`config.mk`:
```
export PLATFORM = sky130hd
export DESIGN_NAME = uevr_regs
export DESIGN_NICKNAME = d
export VERILOG_FILES = /design/src/uevr_pkg.sv /design/src/uevr_flag_cell.sv /design/src/uevr_regs.sv
export SDC_FILE = /design/constraint.sdc
export NUM_CORES = 1
export LEC_CHECK = 0
export ABC_AREA = 1
export ABC_CLOCK_PERIOD_IN_PS = 900
export BUFFER_PORTS_ARGS = -buffer_cell sky130_fd_sc_hd__clkbuf_2
export CORE_MARGIN = 4
export CORE_UTILIZATION = 25
export DETAILED_ROUTE_END_ITERATION = 16
export GPL_TIMING_DRIVEN = 1
export MAX_ROUTING_LAYER = met4
export SLEW_MARGIN = 15
export SYNTH_ARGS = -nofsm -noshare
export SYNTH_HDL_FRONTEND = slang
export SYNTH_HIERARCHICAL = 1
export SYNTH_SLANG_ARGS = --single-unit
```
`constraint.sdc`:
```
create_clock -name pclk -period 0.9 [get_ports pclk]
set_input_delay 0.135 -clock pclk [delete_from_list [all_inputs] [get_ports pclk]]
set_output_delay 0.135 -clock pclk [all_outputs]
set_load 0.005 [all_outputs]
```
`src/uevr_pkg.sv`:
```
package uevr_pkg;

	// ----------------------------------------------------------------
	// Register offsets (byte addresses)
	// ----------------------------------------------------------------
	localparam logic [11:0] CTS_LOW_EVENT_OFS   = 12'h100;
	localparam logic [11:0] CTS_HIGH_EVENT_OFS  = 12'h104;
	localparam logic [11:0] RX_READY_EVENT_OFS  = 12'h108;
	localparam logic [11:0] TX_SENT_EVENT_OFS   = 12'h11c;
	localparam logic [11:0] ERROR_EVENT_OFS     = 12'h124;
	localparam logic [11:0] RX_TIMEOUT_EVENT_OFS = 12'h144;
	localparam logic [11:0] SHORTCUTS_OFS       = 12'h200;
	localparam logic [11:0] IRQ_ENABLE_SET_OFS  = 12'h304;
	localparam logic [11:0] IRQ_ENABLE_CLR_OFS  = 12'h308;
	localparam logic [11:0] EVENT_STATUS_OFS    = 12'h400;

	// ----------------------------------------------------------------
	// Event numbering, shared by flags, status and enable layouts
	// ----------------------------------------------------------------
	localparam int          NUM_EVENTS    = 6;
	localparam int          EV_CTS_LOW    = 0;
	localparam int          EV_CTS_HIGH   = 1;
	localparam int          EV_RX_READY   = 2;
	localparam int          EV_TX_SENT    = 3;
	localparam int          EV_ERROR      = 4;
	localparam int          EV_RX_TIMEOUT = 5;

	// ----------------------------------------------------------------
	// Field positions and reset values
	// ----------------------------------------------------------------
	localparam int          EVENT_FLAG_BIT    = 0;
	localparam int          SC_START_RX_BIT   = 0;
	localparam int          SC_STOP_RX_BIT    = 1;
	localparam logic [5:0]  EVENT_FLAGS_RST   = 6'h00;
	localparam logic [1:0]  SHORTCUTS_RST     = 2'h0;
	localparam logic [5:0]  IRQ_ENABLE_RST    = 6'h00;
	localparam logic        CTS_LINE_RST      = 1'h1;
	localparam logic [31:0] READ_ZERO         = 32'h00000000;

endpackage : uevr_pkg

```
`src/uevr_flag_cell.sv`:
```
`timescale 1ns/100ps
`default_nettype none

module uevr_flag_cell (
	input  wire logic pclk,
	input  wire logic presetn,
	input  wire logic hw_set,
	input  wire logic sw_write,
	input  wire logic sw_value,
	input  wire logic sw_clear,
	output logic      flag
);

	// ----------------------------------------------------------------
	// Sticky event flag
	// ----------------------------------------------------------------
	logic flag_r;
	logic flag_nxt;

	// Hardware set beats any software write or clear
	assign flag_nxt = hw_set   ? 1'h1 :
	                  sw_write ? sw_value :
	                  sw_clear ? 1'h0 : flag_r;

	// Flag storage
	always_ff @(posedge pclk or negedge presetn) begin
		if (!presetn) begin
			flag_r <= 1'h0;
		end else begin
			flag_r <= flag_nxt;
		end
	end

	assign flag = flag_r;

endmodule : uevr_flag_cell

`default_nettype wire

```
`src/uevr_regs.sv`:
```
// Implementation choice: the APB register port.
`timescale 1ns/100ps
`default_nettype none

// Function
// Transmit-sent flag, bit 0 at 0x11C
// Error-detected flag, bit 0 at 0x124
// Receiver-timeout flag, bit 0 at 0x144
// Event flags read-write, reset to zero
// Shortcut register at 0x200, two bits
// Bit 0: CTS activation starts receiver
// Bit 1: CTS deactivation stops receiver
// Six-bit interrupt enable set at 0x304
// Writing one enables, zero leaves unchanged
// Read returns current enable state
// CTS low activates, CTS high deactivates
// Writing one at 0x308 disables interrupt
// Interrupt while enabled flag is set
// Software zeroes flag before awaiting event
module uevr_regs (
	input  wire logic        pclk,
	input  wire logic        presetn,
	input  wire logic        psel,
	input  wire logic        penable,
	input  wire logic        pwrite,
	input  wire logic [11:0] paddr,
	input  wire logic [31:0] pwdata,
	output logic      [31:0] prdata,
	output logic             pready,
	output logic             pslverr,
	input  wire logic        cts_n,
	input  wire logic        transmit_sent,
	input  wire logic        receive_ready,
	input  wire logic        error_detected,
	input  wire logic        receiver_timeout,
	output logic             start_receive_task,
	output logic             stop_receive_task,
	output logic             irq
);

	// ----------------------------------------------------------------
	// Address decode helper
	// ----------------------------------------------------------------
	function automatic logic addr_hit(
		input logic [11:0] addr,
		input logic [11:0] ofs
	);
		addr_hit = (addr[11:2] == ofs[11:2]);
	endfunction : addr_hit

	// ----------------------------------------------------------------
	// Declarations
	// ----------------------------------------------------------------
	logic [5:0]  event_flags;
	logic [5:0]  event_set;
	logic [5:0]  event_wr;
	logic [5:0]  status_clr;
	logic [1:0]  shortcuts_r;
	logic [1:0]  shortcuts_nxt;
	logic [5:0]  irq_enable_r;
	logic [5:0]  irq_enable_nxt;
	logic        cts_n_r;
	logic        start_rx_r;
	logic        stop_rx_r;
	logic [31:0] prdata_r;
	logic [31:0] prdata_nxt;
	logic        pslverr_r;
	logic        setup_phase;
	logic        access_phase;
	logic        wr_access;
	logic        sel_cts_low;
	logic        sel_cts_high;
	logic        sel_rx_ready;
	logic        sel_tx_sent;
	logic        sel_error;
	logic        sel_rx_timeout;
	logic        sel_shortcuts;
	logic        sel_en_set;
	logic        sel_en_clr;
	logic        sel_status;
	logic        sel_any;
	logic        wr_shortcuts;
	logic        wr_en_set;
	logic        wr_en_clr;
	logic        wr_status;
	logic        cts_fell;
	logic        cts_rose;
	logic [5:0]  event_sel;
	logic [31:0] flag_word;

	// ----------------------------------------------------------------
	// Bus phases
	// ----------------------------------------------------------------

	// Setup and access phase detection
	assign setup_phase  = psel & ~penable;
	assign access_phase = psel & penable;
	assign wr_access    = access_phase & pwrite;

	// ----------------------------------------------------------------
	// Register select decode
	// ----------------------------------------------------------------

	// One select per mapped word
	assign sel_cts_low    = addr_hit(paddr, uevr_pkg::CTS_LOW_EVENT_OFS);
	assign sel_cts_high   = addr_hit(paddr, uevr_pkg::CTS_HIGH_EVENT_OFS);
	assign sel_rx_ready   = addr_hit(paddr, uevr_pkg::RX_READY_EVENT_OFS);
	assign sel_tx_sent    = addr_hit(paddr, uevr_pkg::TX_SENT_EVENT_OFS);
	assign sel_error      = addr_hit(paddr, uevr_pkg::ERROR_EVENT_OFS);
	assign sel_rx_timeout = addr_hit(paddr,
	                                 uevr_pkg::RX_TIMEOUT_EVENT_OFS);
	assign sel_shortcuts  = addr_hit(paddr, uevr_pkg::SHORTCUTS_OFS);
	assign sel_en_set     = addr_hit(paddr, uevr_pkg::IRQ_ENABLE_SET_OFS);
	assign sel_en_clr     = addr_hit(paddr, uevr_pkg::IRQ_ENABLE_CLR_OFS);
	assign sel_status     = addr_hit(paddr, uevr_pkg::EVENT_STATUS_OFS);

	// Event registers gathered in event order
	assign event_sel[uevr_pkg::EV_CTS_LOW]    = sel_cts_low;
	assign event_sel[uevr_pkg::EV_CTS_HIGH]   = sel_cts_high;
	assign event_sel[uevr_pkg::EV_RX_READY]   = sel_rx_ready;
	assign event_sel[uevr_pkg::EV_TX_SENT]    = sel_tx_sent;
	assign event_sel[uevr_pkg::EV_ERROR]      = sel_error;
	assign event_sel[uevr_pkg::EV_RX_TIMEOUT] = sel_rx_timeout;

	// Any mapped word
	assign sel_any = (|event_sel) | sel_shortcuts | sel_en_set |
	                 sel_en_clr | sel_status;

	// Write strobes, taken at the access edge only
	assign wr_shortcuts = wr_access & sel_shortcuts;
	assign wr_en_set    = wr_access & sel_en_set;
	assign wr_en_clr    = wr_access & sel_en_clr;
	assign wr_status    = wr_access & sel_status;

	// ----------------------------------------------------------------
	// Clear-to-send edge detection
	// ----------------------------------------------------------------

	// Previous level of the line, idle high
	always_ff @(posedge pclk or negedge presetn) begin
		if (!presetn) begin
			cts_n_r <= uevr_pkg::CTS_LINE_RST;
		end else begin
			cts_n_r <= cts_n;
		end
	end

	// Falling edge activates, rising edge deactivates
	assign cts_fell = cts_n_r & ~cts_n;
	assign cts_rose = ~cts_n_r & cts_n;

	// ----------------------------------------------------------------
	// Event sources
	// ----------------------------------------------------------------

	// Hardware set pulses in event order
	assign event_set[uevr_pkg::EV_CTS_LOW]    = cts_fell;
	assign event_set[uevr_pkg::EV_CTS_HIGH]   = cts_rose;
	assign event_set[uevr_pkg::EV_RX_READY]   = receive_ready;
	assign event_set[uevr_pkg::EV_TX_SENT]    = transmit_sent;
	assign event_set[uevr_pkg::EV_ERROR]      = error_detected;
	assign event_set[uevr_pkg::EV_RX_TIMEOUT] = receiver_timeout;

	// ----------------------------------------------------------------
	// Event flags
	// ----------------------------------------------------------------

	// Direct writes to each event register, and status clears
	assign event_wr   = {uevr_pkg::NUM_EVENTS{wr_access}} & event_sel;
	assign status_clr = {uevr_pkg::NUM_EVENTS{wr_status}} & pwdata[5:0];

	// One sticky cell per event
	genvar gi;
	generate
		for (gi = 0; gi < uevr_pkg::NUM_EVENTS; gi = gi + 1) begin : g_flag
			uevr_flag_cell u_flag (
				.pclk     (pclk),
				.presetn  (presetn),
				.hw_set   (event_set[gi]),
				.sw_write (event_wr[gi]),
				.sw_value (pwdata[uevr_pkg::EVENT_FLAG_BIT]),
				.sw_clear (status_clr[gi]),
				.flag     (event_flags[gi])
			);
		end
	endgenerate

	// ----------------------------------------------------------------
	// Shortcut register
	// ----------------------------------------------------------------

	// Two read-write enable bits
	assign shortcuts_nxt = wr_shortcuts ? pwdata[1:0] : shortcuts_r;

	// Shortcut storage
	always_ff @(posedge pclk or negedge presetn) begin
		if (!presetn) begin
			shortcuts_r <= uevr_pkg::SHORTCUTS_RST;
		end else begin
			shortcuts_r <= shortcuts_nxt;
		end
	end

	// ----------------------------------------------------------------
	// Receiver task strobes
	// ----------------------------------------------------------------

	// One-cycle task pulses following the edge
	always_ff @(posedge pclk or negedge presetn) begin
		if (!presetn) begin
			start_rx_r <= 1'h0;
			stop_rx_r  <= 1'h0;
		end else begin
			start_rx_r <= cts_fell &
			              shortcuts_r[uevr_pkg::SC_START_RX_BIT];
			stop_rx_r  <= cts_rose &
			              shortcuts_r[uevr_pkg::SC_STOP_RX_BIT];
		end
	end

	assign start_receive_task = start_rx_r;
	assign stop_receive_task  = stop_rx_r;

	// ----------------------------------------------------------------
	// Interrupt enables
	// ----------------------------------------------------------------

	// Set by ones at set word, cleared by ones at clear word
	assign irq_enable_nxt = wr_en_set ? (irq_enable_r | pwdata[5:0]) :
	                        wr_en_clr ? (irq_enable_r & ~pwdata[5:0]) :
	                        irq_enable_r;

	// Enable storage
	always_ff @(posedge pclk or negedge presetn) begin
		if (!presetn) begin
			irq_enable_r <= uevr_pkg::IRQ_ENABLE_RST;
		end else begin
			irq_enable_r <= irq_enable_nxt;
		end
	end

	// ----------------------------------------------------------------
	// Interrupt output
	// ----------------------------------------------------------------

	// Level request while an enabled flag stands
	assign irq = |(event_flags & irq_enable_r);

	// ----------------------------------------------------------------
	// Read data
	// ----------------------------------------------------------------

	// Single flag of the addressed event register
	assign flag_word = {31'h00000000, |(event_sel & event_flags)};

	// Read mux, unmapped words read zero
	always_comb begin
		prdata_nxt = uevr_pkg::READ_ZERO;
		if (|event_sel) begin
			prdata_nxt = flag_word;
		end else if (sel_shortcuts) begin
			prdata_nxt = {30'h00000000, shortcuts_r};
		end else if (sel_en_set || sel_en_clr) begin
			prdata_nxt = {26'h0000000, irq_enable_r};
		end else if (sel_status) begin
			prdata_nxt = {26'h0000000, event_flags};
		end
	end

	// Captured in setup, held through access
	always_ff @(posedge pclk or negedge presetn) begin
		if (!presetn) begin
			prdata_r  <= uevr_pkg::READ_ZERO;
			pslverr_r <= 1'h0;
		end else if (setup_phase) begin
			prdata_r  <= pwrite ? uevr_pkg::READ_ZERO : prdata_nxt;
			pslverr_r <= ~sel_any;
		end
	end

	// ----------------------------------------------------------------
	// Bus answer
	// ----------------------------------------------------------------

	// Zero wait states; error only in access to an unmapped word
	assign pready  = 1'h1;
	assign pslverr = access_phase & pslverr_r;
	assign prdata  = prdata_r;

endmodule : uevr_regs

`default_nettype wire

```
==> impl_metrics.py <==
metrics = {
    "die": {
        "ioPinCount": 91,
        "core_sq_um": 6944,
        "fp.dieW_um": 93.25,
        "initial_utilization": 0.2616,
        "placementRows": 30,
        "dieHeight_um": 93.25,
        "die-area_sq_um": 8695,
    },
    "sta": {
        "rsz0062_at_grt": "true",
        "fin_skew_ns": 0.005266,
        "setup_viol": 28,
        "setup_ws_ns": -0.5887,
        "final-max-slew-violation-count": 0,
        "fin_crit_ns": 1.489,
        "hold_viol": 0,
        "fmax_ghz": 0.6717,
        "holdWs_ns": 0.04881,
        "post-route-period-util": 1.654,
    },
    "worst_setup_path": {
        "cp_max_fo": 2,
        "critPathLaunchType": "register",
        "cp.arrival_ns": 1.35,
        "cp_cell_sequence": "a22o_1, a221oi_2, nand3_1, clkbuf_2",
        "max_stage_delay_ns": 0.38,
        "required_ns": 0.76,
        "cp_slowest_cell": "dfrtp_1",
        "worst-setup-path-type": "reg -> out",
        "rr_worst_depth": 7,
        "cp-end-kind": "output port",
    },
    "power_and_ir_drop": {
        "power.leakage_nw": 1.597,
        "p_total_mw": 2.747,
        "ir_drop_mv": 0.6961,
        "power.density_nw_per_um2": 849.5,
    },
    "status": {
        "status": "finished with violations",
        "violations": "negative setup slack",
    },
    "synth": {
        "synth.area.top_cells": "dfrtp_1 (32%), nand2_1 (15%), buf_4 (11%)",
        "synth.distinct_cells": 29,
        "synth-seq-cells": 24,
        "synth_top_cell_by_area": "dfrtp_1",
        "ys_seq_area_frac": 0.3313,
        "avgSynthCellArea_sq_um": 6.655,
        "synth_flop_cell": "dfrtp_1",
        "synth_edf_count": 0,
        "synthCells": 273,
        "yosys_warnings": 6,
        "yosysTopAreaCellShare": 0.3168,
        "ys_async_sr_fraction": 1.000,
        "netlist_area_sq_um": 1817,
    },
    "detailed_routing": {
        "drtIter0Drc": 119,
        "m1WireLength_mm": 2.609,
        "post-route-drc-count": 0,
        "route.met2.wl_mm": 3.147,
        "post_drt_wl_per_cell_um": 13.43,
        "maxUsedRoutingLayer": "met4",
        "drtAntennaViolNets": 0,
        "met3WireLength_um": 381,
        "vias": 2066,
        "via_per_inst": 4.472,
        "routed_wl_mm": 6.206,
        "firstDrtPassIters": 5,
    },
    "clocking": {
        "cts_buffers": 3,
        "clkTransAtPathRegs_ns": 0.08,
        "cts_sinks": 24,
        "cts_root_buffer": "clkbuf_8",
        "cts_tree": "built",
        "h-tree-depth": 1,
        "worstSkewPairLatency_ns": 0.27,
        "cts_buffer_depth": 2,
    },
    "global_routing": {
        "gr-total-overflow": 0,
        "antenna_found_initial": 0,
        "first_global_vias": 1928,
        "track_usage": 0.1356,
        "grt_max_degree": 25,
        "grt_pass1_wl_mm": 9.114,
    },
    "final_layout": {
        "nNetsFinal": 421,
        "areaGrowthSynthToFinish_pct": 77.96,
        "diodes": 0,
        "drive_above_1_share": 0.5273,
        "fillers": 641,
    },
    "worst_hold_path": {
        "hold_depth": 3,
        "hold_class": "in -> reg",
    },
    "place": {
        "place.gp.congestion": 0.8728,
        "post-dp-hpwl_mm": 4.050,
        "port_buffers": 35,
    },
    "flow_run": {
        "drv_cap": 0,
    },
}
==> worst max-delay path: cells and delay by family, from the launching register on <==
kind / cells / cell delay (ns)
buffers and inverters: 1 / 0.13
flip-flops: 1 / 0.38
AND/OR/NAND/NOR: 1 / 0.11
AO/OA/AOI/OAI: 2 / 0.45
==> routing by layer <==
metal  track usage  vias up
met4       0.03175        0
li1              -      997
met3       0.02735        8
met2        0.2233       89
met5             -        -
met1        0.1716      972
==> through the flow <==
| step | TNS [ns] | instance area (sq um) | worst slack, ns | instances | util |
|---|---|---|---|---|---|
| after floorplan | -2.616 | 1964 | -0.1800 | 298 | - |
| after global placement | -8.564 | 2317 | -0.4665 | 435 | 0.3337 |
| after detailed placement | -8.852 | 2317 | -0.4545 | 435 | 0.3337 |
| after CTS | -2.221 | 2830 | -0.6153 | 450 | 0.4076 |
| after global routing | -4.438 | 3233 | -0.6897 | 462 | 0.4656 |
| final | -2.604 | 3233 | -0.5887 | 462 | 0.4656 |
==> power by group <==
group,leakage [nW],total (mW),internal (mW),switching [mW]
sequential,0.297,1.10,1.09,0.00632
clock,0.0357,0.959,0.595,0.364
combinational,1.26,0.691,0.309,0.382
total,1.60,2.75,1.99,0.753
==> cell families after synthesis <==
logic type             synth area share
buffers and inverters            0.1859
other                          0.004134
and+or+nand+nor                  0.4187
DFF                              0.3313
AOI/OAI and AO/OA               0.05992
==> path summary, 6_finish.rpt <==
kind                                                           to                         startpoint  slack, ns
worst max-delay path                                          irq                           register      -0.59
worst min-delay path            g_flag[5].u_flag/flag$_DFFE_PN0P_                   receiver_timeout       0.05
max in group asynchronous                       cts_n_r$_DFF_PN1_                            presetn       0.34
min in group asynchronous                   prdata[4]$_DFFE_PN0P_                            presetn       0.33
worst min register to register         shortcuts_r[1]$_DFFE_PN0P_         shortcuts_r[1]$_DFFE_PN0P_       0.54
worst max register to register              prdata[0]$_DFFE_PN0P_  g_flag[3].u_flag/flag$_DFFE_PN0P_      -0.15
==> cell usage in the layout, fill, tap and decap left out, drive strengths merged, types with 3 or more instances in the layout <==
master,instances
nand2,73
buf,62
nor2,49
inv,31
nand3,30
clkbuf,29
conb,27
dfrtp,23
o21ai,11
a21oi,6
nor3,6
clkinv,5
nor4,3
==> layout make-up <==
type	count	area (sq um)	share of cell area
well taps	96	120.1	0.03715
repair buffers	90	793.3	0.2454
multi-input cells	212	1454	0.4497
inverters	36	191.4	0.05921
clock inverters	1	30.03	0.009288
flip-flops and latches	24	603.1	0.1865
clock buffers	3	41.29	0.01277
==> synth_stat cells (2+ instances only) <==
cell	instances
nand2_1	72
nor2_1	37
nand3_1	29
inv_1	28
buf_4	27
dfrtp_1	23
nor2_2	9
o21ai_1	9
inv_2	7
a21oi_1	6
nor3_1	3
and3_1	2
conb_1	2
nor3_2	2
nor4_1	2
o21ai_0	2
==> repair_timing <==
action / CTS / global route
gates cloned: 1 / 0
setup buffers: 9 / 14
gates resized for setup: 78 / 88
setup endpoints to repair: 28 / 31
endpoints found under the hold margin: 24 / 0
hold buffers: 2 / 0
pin swaps: 30 / 43
Power figures use the tool's default switching activity.
